<file path="config.mk">
export PLATFORM = sky130hd
export DESIGN_NAME = cpa_regs
export DESIGN_NICKNAME = d
export VERILOG_FILES = /design/src/cpa_pkg.sv /design/src/cpa_regs.sv
export SDC_FILE = /design/constraint.sdc
export NUM_CORES = 1
export LEC_CHECK = 0
export BUFFER_PORTS_ARGS = -buffer_cell sky130_fd_sc_hd__buf_4
export CAP_MARGIN = 20
export CORE_MARGIN = 2
export CORE_UTILIZATION = 45
export DETAILED_ROUTE_END_ITERATION = 8
export PLACE_DENSITY = 0.66
export SYNTH_ARGS = -nofsm -noshare
export SYNTH_HDL_FRONTEND = slang
export SYNTH_SLANG_ARGS = --single-unit
export TNS_END_PERCENT = 20
</file>
<file path="constraint.sdc">
create_clock -name clk -period 5.05 [get_ports clk]
set_clock_uncertainty 0.2 [all_clocks]
set_input_delay 1.01 -clock clk [delete_from_list [all_inputs] [get_ports clk]]
set_output_delay 1.01 -clock clk [all_outputs]
set_load 0.005 [all_outputs]
</file>
<file path="src/cpa_pkg.sv">
package cpa_pkg;

   // Subaddresses of the register group
   localparam logic [7:0] FILT_ADDR   = 8'h28;
   localparam logic [7:0] RSVD_ADDR   = 8'h29;
   localparam logic [7:0] FINE_ADDR   = 8'h2a;
   localparam logic [7:0] PWR_ADDR    = 8'h2b;
   localparam logic [7:0] BIAS_ADDR   = 8'h2c;
   localparam logic [7:0] COARSE_ADDR = 8'h2d;

   // Reset values
   localparam logic [2:0] FILT_RST    = 3'h3;
   localparam logic [7:0] RSVD_RST    = 8'h08;
   localparam logic [7:0] FINE_RST    = 8'h07;
   localparam logic [7:0] PWR_RST     = 8'h00;
   localparam logic [7:0] BIAS_RST    = 8'h50;
   localparam logic [7:0] COARSE_RST  = 8'h00;

   // Fine clamp register fields
   localparam int FINE_CM_BIT  = 7;
   localparam int FINE_TC_LSB  = 3;
   localparam int FINE_CLAMP_GREEN_BLUE_EN_BIT  = 1;
   localparam int FINE_R_BIT   = 0;

   // Power control fields
   localparam int PWR_SOG_BIT  = 6;
   localparam int PWR_SLC_BIT  = 5;
   localparam int PWR_REF_BIT  = 4;
   localparam int PWR_CUR_BIT  = 3;
   localparam int PWR_CONV_LSB = 0;

   // Converter setup fields
   localparam int BIAS_CONV_LSB = 4;
   localparam int BIAS_TRIM_LSB = 0;

   // Coarse clamp fields
   localparam int COARSE_CHG_LSB = 6;
   localparam int COARSE_EN_LSB  = 0;

   // Clamp bias current: base and step in microamps
   localparam logic [5:0] IBIAS_BASE_UA = 6'h02;
   localparam logic [5:0] IBIAS_STEP_UA = 6'h02;

   // Register access request from the serial control port
   typedef struct packed {
      logic       we;
      logic [7:0] addr;
      logic [7:0] wdata;
   } cpa_req_t;

   // Control levels handed to the analog front end
   typedef struct packed {
      logic [3:0]  filt_shift;    // Coefficient is 1/2^filt_shift
      logic [2:0]  fine_en;       // {blue, green, red}
      logic        cm_shift;
      logic [1:0]  fine_tc;
      logic [2:0]  coarse_en;     // {blue, green, red}
      logic [1:0]  coarse_chg;
      logic [3:0]  blk_pd;        // {sog, slicer, ref, current}
      logic [2:0]  conv_pd;       // {blue, green, red}
      logic [3:0]  conv_bias;
      logic [5:0]  ibias_ua;
      logic [10:0] sog_leak;      // Droop above 0.01 uA, in 0.05 uA steps
   } cpa_ctl_t;

endpackage

</file>
<file path="src/cpa_regs.sv">
// Operation
// - Filter code n gives coefficient 1/2^(n+1)
// - Common-mode shift only with bottom fine clamp
// - Fine time constant field, 00 longest
// - Fine enables green/blue and red, reset set
// - Block power-down bits, reset cleared
// - Converter channel power-down bits, reset cleared
// - Clamp bias current is 2+2N microamps
// - Coarse charge select, 00 highest current
// - Coarse clamp enables per channel, reset cleared
// - Any coarse enable disables all fine clamps
// - SOG leakage scales with clamp bias current
`timescale 1ns/1ps
`default_nettype none

module cpa_regs (
   input  wire logic                clk,
   input  wire logic                rstn,
   input  wire logic                ce,
   input  wire cpa_pkg::cpa_req_t   req,
   input  wire logic                mid_level_sel,
   input  wire logic [5:0]          sog_leak_code,
   output logic [7:0]               rdata,
   output cpa_pkg::cpa_ctl_t        ctl
);
   import cpa_pkg::*;

   logic [2:0] filt_r;      // Level-control sample filter code
   logic [7:0] rsvd_r;      // Reserved byte, held as written
   logic [7:0] fine_r;      // Fine clamp setup
   logic [7:0] pwr_r;       // Block power-down
   logic [7:0] bias_r;      // Converter bias and clamp trim
   logic [7:0] coarse_r;    // Coarse clamp setup
   logic [7:0] rdata_r;     // Registered read answer
   cpa_ctl_t   ctl_r;       // Registered control levels
   cpa_ctl_t   ctl_nxt;     // Decoded control levels
   logic [7:0] rd_nxt;      // Read mux result
   logic       coarse_any;  // Some coarse clamp enabled
   logic       wr;          // Qualified write

   assign wr = ce && req.we;

   // Register writes; the whole byte is stored so reads return it intact, except the filter code, which keeps bits 2:0 only
   always_ff @(posedge clk or negedge rstn) begin
      if (!rstn) begin
         filt_r   <= FILT_RST;
         rsvd_r   <= RSVD_RST;
         fine_r   <= FINE_RST;
         pwr_r    <= PWR_RST;
         bias_r   <= BIAS_RST;
         coarse_r <= COARSE_RST;
      end else if (wr) begin
         unique case (req.addr)
            FILT_ADDR:   filt_r   <= req.wdata[2:0];
            RSVD_ADDR:   rsvd_r   <= req.wdata;
            FINE_ADDR:   fine_r   <= req.wdata;
            PWR_ADDR:    pwr_r    <= req.wdata;
            BIAS_ADDR:   bias_r   <= req.wdata;
            COARSE_ADDR: coarse_r <= req.wdata;
            default: begin
               // Unmapped subaddress, write ignored
            end
         endcase
      end
   end

   // Read mux; unmapped subaddresses answer zero
   always_comb begin
      unique case (req.addr)
         FILT_ADDR:   rd_nxt = {5'h00, filt_r};
         RSVD_ADDR:   rd_nxt = rsvd_r;
         FINE_ADDR:   rd_nxt = fine_r;
         PWR_ADDR:    rd_nxt = pwr_r;
         BIAS_ADDR:   rd_nxt = bias_r;
         COARSE_ADDR: rd_nxt = coarse_r;
         default:     rd_nxt = 8'h00;
      endcase
   end

   // Read answer follows the address one cycle later
   always_ff @(posedge clk or negedge rstn) begin
      if (!rstn) begin
         rdata_r <= 8'h00;
      end else if (ce) begin
         rdata_r <= rd_nxt;
      end
   end

   assign coarse_any = |coarse_r[COARSE_EN_LSB +: 3];

   // Decode of the stored fields into front-end controls
   always_comb begin
      ctl_nxt            = '0;
      ctl_nxt.filt_shift = {1'b0, filt_r} + 4'h1;
      // Coarse clamps win over the fine enables
      ctl_nxt.fine_en    = coarse_any ? 3'h0 :
                           {fine_r[FINE_CLAMP_GREEN_BLUE_EN_BIT], fine_r[FINE_CLAMP_GREEN_BLUE_EN_BIT],
                            fine_r[FINE_R_BIT]};
      // Offset only means something for the bottom-level fine clamp
      ctl_nxt.cm_shift   = fine_r[FINE_CM_BIT] && !coarse_any
                           && !mid_level_sel;
      ctl_nxt.fine_tc    = fine_r[FINE_TC_LSB +: 2];
      ctl_nxt.coarse_en  = coarse_r[COARSE_EN_LSB +: 3];
      ctl_nxt.coarse_chg = coarse_r[COARSE_CHG_LSB +: 2];
      ctl_nxt.blk_pd     = {pwr_r[PWR_SOG_BIT], pwr_r[PWR_SLC_BIT],
                            pwr_r[PWR_REF_BIT], pwr_r[PWR_CUR_BIT]};
      ctl_nxt.conv_pd    = pwr_r[PWR_CONV_LSB +: 3];
      ctl_nxt.conv_bias  = bias_r[BIAS_CONV_LSB +: 4];
      ctl_nxt.ibias_ua   = IBIAS_BASE_UA
                           + IBIAS_STEP_UA * {2'h0, bias_r[BIAS_TRIM_LSB +: 4]};
      // Leakage step is ibias/40 uA = (1+N)*0.05 uA per code step
      ctl_nxt.sog_leak   = 11'({1'b0, bias_r[BIAS_TRIM_LSB +: 4]} + 5'h01)
                           * {5'h00, sog_leak_code};
   end

   // Control levels are registered so the front end sees clean levels
   always_ff @(posedge clk or negedge rstn) begin
      if (!rstn) begin
         ctl_r <= '0;
      end else if (ce) begin
         ctl_r <= ctl_nxt;
      end
   end

   assign rdata = rdata_r;
   assign ctl   = ctl_r;

   // Filter shift tracks the stored code
   a_filt_shift_map: assert property (@(posedge clk) disable iff (!rstn)
      ce |=> (ctl.filt_shift == 4'($past(filt_r)) + 4'h1))
      else $error("filter shift does not match code");

   // Common-mode shift never shows with coarse or mid-level clamping
   a_cm_shift_gate: assert property (@(posedge clk) disable iff (!rstn)
      (ce && (coarse_any || mid_level_sel)) |=> !ctl.cm_shift)
      else $error("common-mode shift active outside bottom fine clamp");

   // Time constant field reaches the output
   a_fine_tc_pass: assert property (@(posedge clk) disable iff (!rstn)
      ce |=> (ctl.fine_tc == $past(fine_r[4:3])))
      else $error("fine time constant not passed");

   // Fine enables follow bits with no coarse clamp on
   a_fine_en_map: assert property (@(posedge clk) disable iff (!rstn)
      (ce && !coarse_any) |=>
         (ctl.fine_en == {$past(fine_r[1]), $past(fine_r[1]), $past(fine_r[0])}))
      else $error("fine enables do not follow register");

   // A write to power control shows two cycles later
   a_pwr_write: assert property (@(posedge clk) disable iff (!rstn)
      (wr && req.addr == PWR_ADDR) ##1 ce |=>
         (ctl.conv_pd == $past(req.wdata[2:0], 2)
          && ctl.blk_pd == $past(req.wdata[6:3], 2)))
      else $error("power-down write not applied");

   // Bias current is 2 plus 2N microamps
   a_ibias_lin: assert property (@(posedge clk) disable iff (!rstn)
      ce |=> (ctl.ibias_ua == 6'h02 + 6'($past(bias_r[3:0])) * 6'h02))
      else $error("clamp bias current wrong");

   // Coarse enable kills every fine enable
   a_coarse_wins: assert property (@(posedge clk) disable iff (!rstn)
      (ce && coarse_any) |=> (ctl.fine_en == 3'h0))
      else $error("fine clamp active with coarse clamp");

   // Coarse fields pass through
   a_coarse_map: assert property (@(posedge clk) disable iff (!rstn)
      ce |=> (ctl.coarse_chg == $past(coarse_r[7:6])
              && ctl.coarse_en == $past(coarse_r[2:0])))
      else $error("coarse fields not passed");

   // Leakage product follows trim and leakage code
   a_leak_scale: assert property (@(posedge clk) disable iff (!rstn)
      ce |=> (ctl.sog_leak == 11'($past(bias_r[3:0]) + 1) * 11'($past(sog_leak_code))))
      else $error("leakage does not scale with bias");

   // Readback of a written byte
   a_readback: assert property (@(posedge clk) disable iff (!rstn)
      (wr && req.addr == FINE_ADDR) ##1 (ce && !req.we && req.addr == FINE_ADDR)
         |=> (rdata == $past(req.wdata, 2)))
      else $error("readback differs from written value");

   // Block power-down bits pass through in order
   a_blk_pd_map: assert property (@(posedge clk) disable iff (!rstn)
      ce |=> (ctl.blk_pd == $past(pwr_r[6:3])))
      else $error("block power-down bits not passed");

   // Channel power-down bits pass through
   a_conv_pd_map: assert property (@(posedge clk) disable iff (!rstn)
      ce |=> (ctl.conv_pd == $past(pwr_r[2:0])))
      else $error("channel power-down bits not passed");

   // Filter code write keeps only the three code bits
   a_filt_store: assert property (@(posedge clk) disable iff (!rstn)
      (wr && req.addr == FILT_ADDR) |=> (filt_r == $past(req.wdata[2:0])))
      else $error("filter code not stored");

   // Offset bit shows when the bottom fine clamp is the one in use
   a_cm_shift_pass: assert property (@(posedge clk) disable iff (!rstn)
      (ce && !coarse_any && !mid_level_sel) |=> (ctl.cm_shift == $past(fine_r[7])))
      else $error("common-mode shift not passed");

   // Unmapped subaddresses read as zero
   a_unmapped_zero: assert property (@(posedge clk) disable iff (!rstn)
      (ce && (req.addr < FILT_ADDR || req.addr > COARSE_ADDR)) |=> (rdata == 8'h00))
      else $error("unmapped subaddress read not zero");

   // Clock enable low freezes every output
   a_ce_freeze: assert property (@(posedge clk) disable iff (!rstn)
      !ce |=> ($stable(rdata) && $stable(ctl)))
      else $error("outputs moved with clock enable low");

   // Reserved byte changes only through its own write
   a_rsvd_hold: assert property (@(posedge clk) disable iff (!rstn)
      !(wr && req.addr == RSVD_ADDR) |=> $stable(rsvd_r))
      else $error("reserved byte changed without a write");

endmodule

`default_nettype wire

</file>
==> results.md, run 1 <==
- The run finished with clean final reports.
- The total power after layout is roughly 1.5 mW.
- The first detailed-routing pass ran for 4 iterations.
- The setup TNS is 0 ns.
- For this run, asynchronously set or reset flops after synthesis account for 1.00.
- In this run the critical register-to-register path is captured at ctl[8].
- Routability-driven placement finished with a final weighted congestion of roughly 0.83.
- Entering global routing, the biggest net connects 66 pins.
- The largest driver fanout on the critical path is 11.
- The hold violation count in the final report is 0.
- The cell count after synthesis is 400.
- The critical path data arrival time is around 4.6 ns.
- The clock period minus final worst setup slack is around 4.6 ns.
- The largest single stage delay on the critical path is between 0.5 and 0.6 ns.
- The number of pins with negative max-slew slack in the final report is 0.
- The fraction of final layout cells sized beyond drive strength 1 is 0.391.
- The synthesized flop and latch total is 92.
- The number of global-route vias before repair is 3537.
- The count of buffer and inverter cells on the critical path is 1.
- The die width is 109 um.
- After clock tree synthesis, the repair step resized 0 gates.
- The H-tree was split into 3 levels.
- The final net count is ~530.
- The analysis attributes to cell leakage a power of approximately 3.0 nW.
- The longest clock path from root to sink contains 2 buffers.
- Setup repair after global routing left no endpoint under its margin.
- The area growth from synthesis to layout is 18.7%.
- The initial antenna violation count is 0.
- The post-route antenna net violation count is 0.
- The critical path goes through nand3_1 > xor2_1 > nand2b_1 > fa_1 > fa_1 > fa_1 > inv_1 > ha_1 > nor2b_1 > o31ai_1 > nor3b_1 > o31ai_1.
- In this run, post-CTS hold repair placed 0 buffers.
- For the worst flop-to-flop path, the logic depth is 12.
- The later pin in the worst-skew pair is clocked with a latency of 0.36 ns.
- Wires add up to 11.3 mm.
- The cell family contributing the most delay on the critical path is adder cells.
- STA classifies the critical path startpoint as a flip-flop.
- After detailed placement, the design holds a cell count of 600.
- The final routed wire length divided by cell count is roughly 18 um.
- For this configuration, the core starts out at a cell density of 0.457.
- The final routed DRC violation total is 0.
- Dividing total power by cell area gives a power density of ~260 nW/um^2.
- The total area of multi-input combinational cells is around 2400 um^2.
- The total CTS buffers is 9.
- The total number of clock tree sinks is 92.
- Global routing finished with a remaining overflow of 0.
- Setup violations remaining at the end of the flow were counted as 0.
- After clock tree synthesis, the setup repair step added 0 buffers.
- The footprint of the flip-flops and latches is approximately 2300 um^2.
- The kind of end point of the critical path is a flip-flop.
- The path class of the tightest hold or removal check is reg -> reg.
- The fraction of the cycle the final worst path needs is 0.913.
- The number of ports placed on the die boundary is 78.
- The tightest hold path in the finished design has a slack of ~0.29 ns.
- In the synthesized netlist, the cells that appear most often are sky130_fd_sc_hd__dfrtp_1, sky130_fd_sc_hd__mux2_2, sky130_fd_sc_hd__inv_1.
- For this run, the total global-route usage over all layers was measured as 0.207.
- Among all cell types in the netlist, the one instantiated most often is sky130_fd_sc_hd__dfrtp_1.
- The die area is ~12000 um^2.
- For this block, the via count after detailed routing is 3372.
- The number of standard cells in the final layout excluding fillers is approximately 620.
- The class of the most critical setup path is reg -> reg.
- The count of buffers inserted at the top-level ports is 76.
- The flip-flop cell with the highest count after synthesis is sky130_fd_sc_hd__dfrtp_1.
- The timing endpoint of the critical path is ctl[8].
- Counting flops with a built-in enable in the synthesized netlist gives 0.
- The die height is between 100 and 150 um.
- The Yosys step of the flow raised 0 warnings.
- In the routed layout, each cell is associated on average with a via count of 5.47.
- Tracing the worst setup path back leads to its startpoint at bias_r[0].
- A synthesized cell averages approximately 12 um^2.
- The highest-delay cell along the critical path is sky130_fd_sc_hd__fa_1.
- The repair_antennas step left the layout with diodes totalling 0.
- After the first detailed-routing iteration, the DRC count stood at between 200 and 300.
- The number of cell rows is 38.
- The start of the worst register-to-register path is bias_r[0].
- The global-route wire length before repair is roughly 19 mm.
- The number of nets produced by synthesis is 460.
- Counting stages on the worst path, the most repeated cell is sky130_fd_sc_hd__fa_1.
- The peak supply drop is ~0.00015 V.
- The slew at the pin closest to its max-slew limit is around 0.82 ns.
- For the worst setup path, the data required time is a little over 5 ns.
- TritonCTS built the clock tree.
- By area the synthesized netlist is led by sky130_fd_sc_hd__dfrtp_1, sky130_fd_sc_hd__mux2_2, sky130_fd_sc_hd__ha_1.
- The logic depth of the worst setup path including buffers is 12.
- The share of synthesized area occupied by flip-flops and latches is 0.470.
- Detailed placement finished with a half-perimeter wire length of about 8 mm.
- For this run, the top clock speed supported by timing is ~220 MHz.
- The cell sitting at the root of the clock tree is a sky130_fd_sc_hd__clkbuf_8.
- The clock-pin slew on the worst setup and hold paths is about 0.090 ns.
- The slack of the worst reg-to-reg path is approximately 0.44 ns.
- The share of Yosys cell area claimed by the top area cell type is 0.428.
- sky130_fd_sc_hd__dfrtp_1 takes more of the synthesized area than any other cell.
- The number of different library cells in the post-synthesis netlist is 55.
- The number of max-cap violations is 0.
- The floorplan step defined a core boundary enclosing between 10000 and 15000 um^2.
- The cell area that synthesis handed to floorplanning was between 4000 and 5000 um^2.
- The worst slew slack as a fraction of its limit is 0.453.
- The number of fill cells in the layout is 975.
## cells by family (layout without fill, tap and decap cells)
kind of cell	Yosys count	after routing	synth area share
adder cells (fa/ha/maj)	33	33	0.102
buffers and inverters	45	121	0.0379
XOR/XNOR	5	5	0.00891
AND/OR/NAND/NOR	83	83	0.0982
other	1	1	0.000763
AO/OA/AOI/OAI	61	61	0.0909
multiplexers	80	80	0.191
flip-flops	92	92	0.470
## registers in the layout, summed over array words and instances (netlist names)
register / count
rdata: 8
rsvd_r: 8
bias_r: 8
pwr_r: 8
ctl: 41
fine_r: 8
filt_r: 3
coarse_r: 8
## tightest hold or removal path: stages (launching register included)
cell and delay, ns:
sky130_fd_sc_hd__dfrtp_1 0.36, sky130_fd_sc_hd__nand2_1 0.05, sky130_fd_sc_hd__o21ai_0 0.06
## metal layers
layer,part of all wire,track usage,up-vias,wire (um)
met3,0.029,0.0295,16,332
li1,-,-,1563,-
met1,0.43,0.256,1732,4820
met2,0.53,0.366,61,5960
met4,0.018,0.0751,0,208
met5,0,0,-,0
## report_power, final
part	internal [mW]	total [mW]	switching, mW
clock network	0.307	0.571	0.265
logic	0.0780	0.165	0.0872
registers	0.763	0.780	0.0172
total	1.15	1.52	0.369
## per-stage QoR
step,setup slack (ns),utilization,instance area [um^2]
floorplan,0.839,-,4920
global placement,0.599,0.521,5600
detailed placement,0.431,0.521,5600
CTS,0.432,0.543,5830
global route,0.0512,0.543,5830
finish,0.440,0.543,5830
## cell type report
type / count / area share
clock buffer: 11 / 0.0259
clock inverter: 5 / 0.0144
inverter: 25 / 0.0161
multi-input combinational: 263 / 0.414
sequential: 92 / 0.396
tap: 140 / 0.0300
timing repair buffer: 80 / 0.103
## worst min path at each step
stage	start	endpoint	slack, ns	depth (start not counted)
CTS	ctl[3]	ctl[3]	0.30	2
global route	ctl[35]	ctl[35]	0.31	1
finish	ctl[39]	ctl[39]	0.29	2
global placement	ctl[7]	ctl[7]	0.27	2
detailed placement	ctl[3]	ctl[3]	0.28	2
floorplan	coarse_r[3]	coarse_r[3]	0.27	1
## cells in the final DEF, fill, tap and decap left out, types with 10 or more instances in the layout
cell type	synthesis	layout
sky130_fd_sc_hd__fa_1	12	12
sky130_fd_sc_hd__inv_1	23	23
sky130_fd_sc_hd__o2bb2ai_1	10	10
sky130_fd_sc_hd__dfrtp_1	84	84
sky130_fd_sc_hd__ha_1	21	21
sky130_fd_sc_hd__and2_1	13	13
sky130_fd_sc_hd__nand2_1	20	20
sky130_fd_sc_hd__nor2b_1	11	11
sky130_fd_sc_hd__buf_4	4	80
sky130_fd_sc_hd__clkbuf_8	0	11
sky130_fd_sc_hd__mux2_2	67	67
Power figures use the tool's default switching activity.
==> run 2, diff against run 1 <==
--- a/config.mk
+++ b/config.mk
@@ -7,7 +7,7 @@
 export LEC_CHECK = 0
 export BUFFER_PORTS_ARGS = -buffer_cell sky130_fd_sc_hd__buf_4
 export CAP_MARGIN = 20
-export CORE_MARGIN = 2
+export CORE_MARGIN = 5
 export CORE_UTILIZATION = 45
 export DETAILED_ROUTE_END_ITERATION = 8
 export PLACE_DENSITY = 0.66
==> constraint.sdc (replaced) <==
create_clock -name clk -period 4.8 [get_ports clk]
set_clock_uncertainty 0.2 [all_clocks]
set_input_delay 0.96 -clock clk [delete_from_list [all_inputs] [get_ports clk]]
set_output_delay 0.96 -clock clk [all_outputs]
set_load 0.005 [all_outputs]
==> run 2 against run 1 <==
Against the previous run:
- via count fell by 0.44%
- cell count did not move
- sequential power rose by 5.3%
- largest power group unchanged
- non-clock buffer count did not move
- register-to-register slack got worse by 0.15 ns
- sequential cell count did not move
- global-route usage fell by 1.8 points
- wire length rose by 2.3%
- first-iteration DRC count fell by 23%
- clock-buffer cell count rose by 2
- highest routed layer unchanged
- combinational power rose by 4%
==> results.md, run 2 (synthesis results as in run 1) <==
- The CTS tree is built.
- The worst slew slack as a fraction of its limit is 0.462 (+0.00897).
- The number of pins with negative max-slew slack in the final report is 0 (unchanged).
- The worst setup path is captured at a flip-flop.
- The number of cell rows is 38 (unchanged).
- The class of the most critical setup path is reg -> reg.
- The clock root buffer is sky130_fd_sc_hd__clkbuf_8.
- The fraction of final layout cells sized beyond drive strength 1 came to 0.393 (+0.00210).
- The clock-pin slew on the worst setup and hold paths came to 0.09 ns (about the same).
- The required time of the worst setup path is 4.89 ns (-0.19 ns).
- The slew at the pin closest to its max-slew limit is 0.807 ns (-0.0135 ns).
- The count of cells resized by post-cts repair is 0 (unchanged).
- The detailed-route vias per instance came to 5.45 (-0.44%).
- The met2 track demand over resource in global routing is 0.331 (-0.0342).
- The initial core utilization was 0.455 (-0.00202).
- The count of buffers added by post-CTS timing repair for setup is 0 (unchanged).
- The met1 routing resource usage after global routing is 0.224 (-0.0325).
- The total inserted antenna cells is 0 (unchanged).
- The type of element launching the critical path is a flip-flop.
- The critical path data arrival time is 4.59 ns (-0.05 ns).
- The placed instance count is 600 (unchanged).
- The die area is 13100 um^2 (+11%).
- The flip-flop count of the largest register, all copies and words added is 41 (unchanged).
- The power per unit of standard cell area came to 260 nW/um^2 (about the same).
- Compared with the post-synthesis result, the final layout area differs by 18.2%.
- The aggregate global routing overflow is 0 (unchanged).
- The leakage power came to 2.95 nW (-0.34%).
- The final routed wire length divided by cell count came to 18.8 um (+2.3%).
- The die height is 115 um (+5.5%).
- The number of max-cap violations is 0 (unchanged).
- The total number of H-tree levels is 3 (unchanged).
- The detailed-route wire length came to 11.6 mm (+2.3%).
- The run finished with clean final reports.
- The leading cell type in the layout, fill and taps excluded is sky130_fd_sc_hd__dfrtp_1.
- The footprint of the flip-flops and latches is 2310 um^2 (unchanged).
- The number of ports placed on the die boundary is 78 (unchanged).
- The final routed DRC violation total is 0 (unchanged).
- The maximum clock path buffer count came to 2 (unchanged).
- The total CTS buffers is 9 (unchanged).
- The total number of clock tree sinks was 92 (unchanged).
- The met3 usage in global routing came to 0.0502 (+0.0207).
- The die width is 115 um (+5.5%).
- The placeable core area is 10800 um^2 (+0.44%).
- The overall global routing resource usage is 0.188 (-0.0183).
- The final worst hold slack came to 0.296 ns (+0.00176 ns).
- The worst-case reg-to-reg path depth is 13 (+1).
- The number of fill cells in the layout is 941 (-3.5%).
- The most used routing layer is met2.
- The routability-driven placement congestion ratio was 0.816 (-1.7%).
- The clock latency on the worst-skew pair is 0.36 ns (about the same).
- The hold violation count in the final report was 0 (unchanged).
- The library cells used most frequently in the layout, excluding fill and tap cells, are sky130_fd_sc_hd__dfrtp_1, sky130_fd_sc_hd__buf_4, sky130_fd_sc_hd__mux2_2.
- The number of search-and-repair iterations in the first detailed-routing pass is 4 (unchanged).
- The count of buffers inserted at the top-level ports is 76 (unchanged).
- The number of violations reported at the end of detailed-routing iteration 0 is 195 (-23%).
- The total vias in the final route was 3357 (-0.44%).
- The maximum clock rate was 222 MHz (+2.3%).
- The setup violation total in the final timing report is 0 (unchanged).
- The number of global-route vias before repair was 3785 (+7.0%).
- The number of hold buffers added after cts is 0 (unchanged).
- The maximum number of pins on one net before global-route repair is 66 (unchanged).
- The post-route antenna net violation count is 0 (unchanged).
- The number of standard cells in the final layout excluding fillers is 616 (unchanged).
- The largest driver fanout on the critical path is 11 (unchanged).
- The worst hold path class is reg -> reg.
- The initial antenna violation count is 0 (unchanged).
- The total half-perimeter wirelength after legalization and detailed placement is 8.31 mm (+3.7%).
- The total area of multi-input combinational cells is 2430 um^2 (+0.62%).
- The peak supply drop is 0.000252 V (+74%).
- The final net count is 531 (unchanged).
- The fraction of the cycle the final worst path needs is 0.939 (+0.0260).
- Setup repair after global routing left no endpoint under its margin.
- The clock period minus final worst setup slack is 4.51 ns (-0.103 ns).
- The global-route wire length before repair is 19.4 mm (+4.9%).
- The worst hold path cell count was 2 (unchanged).
- The setup TNS is 0 ns (unchanged).
run 2: final cells by class:
class                      count  area share
multi-input combinational    263       0.419
sequential                    92       0.398
timing repair buffer          80       0.103
tap                          140      0.0302
clock buffer                  13      0.0291
inverter                      25      0.0162
clock inverter                 3     0.00452
run 2: per-layer routing:
layer  part of all wire  wire [um]
met1               0.40       4650
met2               0.54       6250
met3              0.044        508
met4              0.015        178
met5                  0          0
run 2: power breakdown:
part | switching (mW) | internal [mW] | total (mW)
registers | 0.0186 | 0.803 | 0.821
logic | 0.0902 | 0.0821 | 0.172
clock network | 0.279 | 0.236 | 0.516
run 2: critical path, stage by stage (launching register included):
cell                        delay [ns]
sky130_fd_sc_hd__dfrtp_1          0.50
sky130_fd_sc_hd__ha_1             0.29
sky130_fd_sc_hd__and3_1           0.25
sky130_fd_sc_hd__and2_1           0.20
sky130_fd_sc_hd__fa_1             0.52
sky130_fd_sc_hd__fa_1             0.54
sky130_fd_sc_hd__inv_1            0.06
sky130_fd_sc_hd__fa_1             0.54
sky130_fd_sc_hd__inv_1            0.05
sky130_fd_sc_hd__ha_1             0.34
sky130_fd_sc_hd__o21a_1           0.14
sky130_fd_sc_hd__a2111oi_0        0.46
sky130_fd_sc_hd__o311ai_0         0.22
sky130_fd_sc_hd__nand3_1          0.12
run 2: metrics by stage:
| step | util | power, mW | instance area, um^2 | worst slack, ns |
|---|---|---|---|---|
| global route | 0.538 | 1.59 | 5810 | 0.0191 |
| finish | 0.538 | 1.51 | 5810 | 0.293 |
| CTS | 0.537 | 1.53 | 5790 | 0.200 |
| global placement | 0.519 | 1.01 | 5600 | 0.389 |
| detailed placement | 0.519 | 1.01 | 5600 | 0.263 |
| floorplan | - | 0.919 | 4920 | 0.639 |
run 2: final timing paths:
check,startpoint,endpoint,slack [ns]
max,bias_r[0],ctl[9],0.29
min in group asynchronous,rstn,pwr_r[6],0.48
min,ctl[8],ctl[8],0.30
min reg2reg,ctl[8],ctl[8],0.30
max reg2reg,bias_r[0],ctl[9],0.29
max in group asynchronous,rstn,filt_r[0],2.98
==> run 3, diff against run 2 <==
--- a/config.mk
+++ b/config.mk
@@ -5,7 +5,7 @@
 export SDC_FILE = /design/constraint.sdc
 export NUM_CORES = 1
 export LEC_CHECK = 0
-export BUFFER_PORTS_ARGS = -buffer_cell sky130_fd_sc_hd__buf_4
+export BUFFER_PORTS_ARGS = -buffer_cell sky130_fd_sc_hd__buf_2
 export CAP_MARGIN = 20
 export CORE_MARGIN = 5
 export CORE_UTILIZATION = 45
==> constraint.sdc (replaced) <==
create_clock -name clk -period 5.06 [get_ports clk]
set_clock_uncertainty 0.2 [all_clocks]
set_input_delay 1.012 -clock clk [delete_from_list [all_inputs] [get_ports clk]]
set_output_delay 1.012 -clock clk [all_outputs]
set_load 0.01 [all_outputs]
==> run 3 against run 2 <==
Against the previous run:
- core utilization decreased by 2.0 points
- first-iteration DRC count decreased by 5.6%
- hold slack got worse by 0.0042 ns
- via count increased by 1.3%
- non-clock buffer count decreased by 2
- die area unchanged
==> results.md, run 3 (synthesis results as in run 1) <==
- The maximum cell stage delay along the critical path is 0.55 ns (about the same).
- The detailed-route vias per instance is 5.54 (+1.7%).
- The setup TNS is 0 ns (unchanged).
- The required time of the worst setup path is 5.15 ns (+0.26 ns).
- The maximum number of pins on one net before global-route repair was 56 (-15%).
- The total number of clock tree sinks was 92 (unchanged).
- The post-route antenna net violation count is 0 (unchanged).
- The number of max-cap violations was 0 (unchanged).
- The number of hold buffers added after cts is 0 (unchanged).
- The die width is 115 um (unchanged).
- The number of global-route vias before repair is 3550 (-6.2%).
- The critical path data arrival time is 4.59 ns (about the same).
- The initial antenna violation count is 0 (unchanged).
- The count of buffers added by post-CTS timing repair for setup is 0 (unchanged).
- The setup violation total in the final timing report is 0 (unchanged).
- The count of cells resized by post-cts repair is 0 (unchanged).
- The number of fill cells in the layout is 974 (+3.5%).
- Setup repair after global routing left no endpoint under its margin.
- The total power after layout is 1.43 mW (-5.2%).
- The number of ports placed on the die boundary is 78 (unchanged).
- From synthesis to final layout, the design area changed by 13.8%.
- The clock latency on the worst-skew pair was 0.35 ns (about the same).
- The clock period minus final worst setup slack is 4.50 ns (-0.00985 ns).
- The flow ran to the end, and the final reports show no timing, DRC or antenna violations.
- The type of element launching the critical path is a flip-flop.
- The number of standard cells in the final layout excluding fillers is 614 (-0.32%).
- The number of violations reported at the end of detailed-routing iteration 0 is 184 (-5.6%).
- The worst slew slack as a fraction of its limit is 0.399 (-0.0625).
- The global-route wire length before repair is 18.4 mm (-5.3%).
- The routability-driven placement congestion ratio is 0.797 (-2.4%).
- The flip-flop count of the largest register, all copies and words added is 41 (unchanged).
- The worst hold path class is reg -> reg.
- The fraction of the cycle the final worst path needs is 0.889 (-0.0502).
- The critical path is of the reg -> reg type.
- The total number of H-tree levels is 3 (unchanged).
- Broken down by cell family, the worst path's largest delay share belongs to adder cells.
- The final worst hold slack was 0.292 ns (-0.00416 ns).
- The placeable core area was 10800 um^2 (unchanged).
- The slew at the pin closest to its max-slew limit was 0.894 ns (+0.0869 ns).
- The total inserted antenna cells was 0 (unchanged).
- The clock-pin slew on the worst setup and hold paths is 0.10 ns (about the same).
- The library cells used most frequently in the layout, excluding fill and tap cells, are sky130_fd_sc_hd__dfrtp_1, sky130_fd_sc_hd__buf_2, sky130_fd_sc_hd__mux2_2.
- The clock root buffer is sky130_fd_sc_hd__clkbuf_8.
- The overall global routing resource usage is 0.176 (-0.0118).
- The CTS tree is built.
- The initial core utilization is 0.455 (unchanged).
- The die area is 13100 um^2 (unchanged).
- The detailed-route wire length is 11.0 mm (-4.6%).
- The number of pins with negative max-slew slack in the final report was 0 (unchanged).
- The final routed DRC violation total was 0 (unchanged).
- The count of buffer and inverter cells on the critical path is 2 (unchanged).
- The most numerous cell type found on the critical path is sky130_fd_sc_hd__fa_1.
- Leaving out fill and tap cells, the most frequent cell in the layout is sky130_fd_sc_hd__dfrtp_1.
- The total half-perimeter wirelength after legalization and detailed placement is 7.96 mm (-4.2%).
- The power per unit of standard cell area is 256 nW/um^2 (-1.6%).
- The number of cell rows was 38 (unchanged).
- The largest driver fanout on the critical path is 11 (unchanged).
- The placed instance count is 598 (-0.33%).
- The total vias in the final route is 3402 (+1.3%).
- For this design, the slowest cell found on the critical path is sky130_fd_sc_hd__dfrtp_1.
- The peak supply drop was 0.000135 V (-46%).
- The kind of end point of the critical path is a flip-flop.
- The fraction of final layout cells sized beyond drive strength 1 was 0.388 (-0.00467).
- The final routed wire length divided by cell count came to 18.0 um (-4.3%).
- The leakage power was 2.90 nW (-1.6%).
- The maximum clock rate is 222 MHz (+0.22%).
- The number of search-and-repair iterations in the first detailed-routing pass is 4 (unchanged).
- The final worst-path setup slack is 0.563 ns (+0.270 ns).
- The critical path goes through ha_1 > xor2_1 > and2_1 > fa_1 > fa_1 > inv_1 > fa_1 > inv_1 > ha_1 > o21a_1 > a2111oi_0 > o311ai_0 > nand3_1.
- The hold violation count in the final report is 0 (unchanged).
- The die height came to 115 um (unchanged).
- The worst setup timing slack at the placement stage is 0.558 ns (+0.296 ns).
- The aggregate global routing overflow is 0 (unchanged).
- The total CTS buffers is 9 (unchanged).
- The maximum clock path buffer count is 2 (unchanged).
- The count of buffers inserted at the top-level ports came to 76 (unchanged).
- The final net count was 529 (-0.38%).
## run 3: cell types whose count changed in the layout (fill, tap and decap cells not counted), sizes merged
cell	before	now
buf	80	78
bufinv	0	1
clkbuf	13	9
clkinv	2	3
clkinvlp	0	3
inv	26	25
## run 3: worst paths after layout
check | slack (ns) | end | cells after the start | from
worst min-delay path | 0.29 | ctl[7] | 2 | ctl[7]
min in group asynchronous | 0.50 | ctl[27] | 1 | rstn
worst min register to register | 0.29 | ctl[7] | 2 | ctl[7]
worst max-delay path | 0.56 | ctl[9] | 13 | bias_r[0]
worst max register to register | 0.56 | ctl[9] | 13 | bias_r[0]
max in group asynchronous | 3.21 | fine_r[0] | 2 | rstn
## run 3: area by class of cell
type                    instances  area [um^2]  area share
multi-input cells             263         2420       0.432
clock inverters                 7         75.1      0.0134
inverters                      25         93.8      0.0168
flip-flops and latches         92         2310       0.413
well taps                     140          175      0.0313
clock buffers                   9          124      0.0221
repair buffers                 78          398      0.0711
## run 3: routing by layer
metal  global-route usage  vias to the layer above  wire, um  share of wire
met3               0.0270                       16       385          0.035
met5                    0                        -         0              0
li1                     -                     1566         -              -
met4               0.0633                        0       173          0.016
met2                0.300                       81      5660           0.51
met1                0.228                     1739      4820           0.44
## run 3: report_power, final
part / internal (mW) / switching [mW]
Sequential: 0.761 / 0.0156
Combinational: 0.0632 / 0.0921
Clock: 0.230 / 0.269
Total: 1.05 / 0.376
## run 3: metrics by stage
stage	utilization	area, um^2
floorplan	-	4920
global placement	0.500	5400
detailed placement	0.500	5400
CTS	0.518	5600
global route	0.518	5600
finish	0.518	5600
## run 3: worst min-delay path, cell delays in order (launching register included)
cell	delay, ns
sky130_fd_sc_hd__dfrtp_1	0.35
sky130_fd_sc_hd__nand2_1	0.05
sky130_fd_sc_hd__nand4_1	0.06
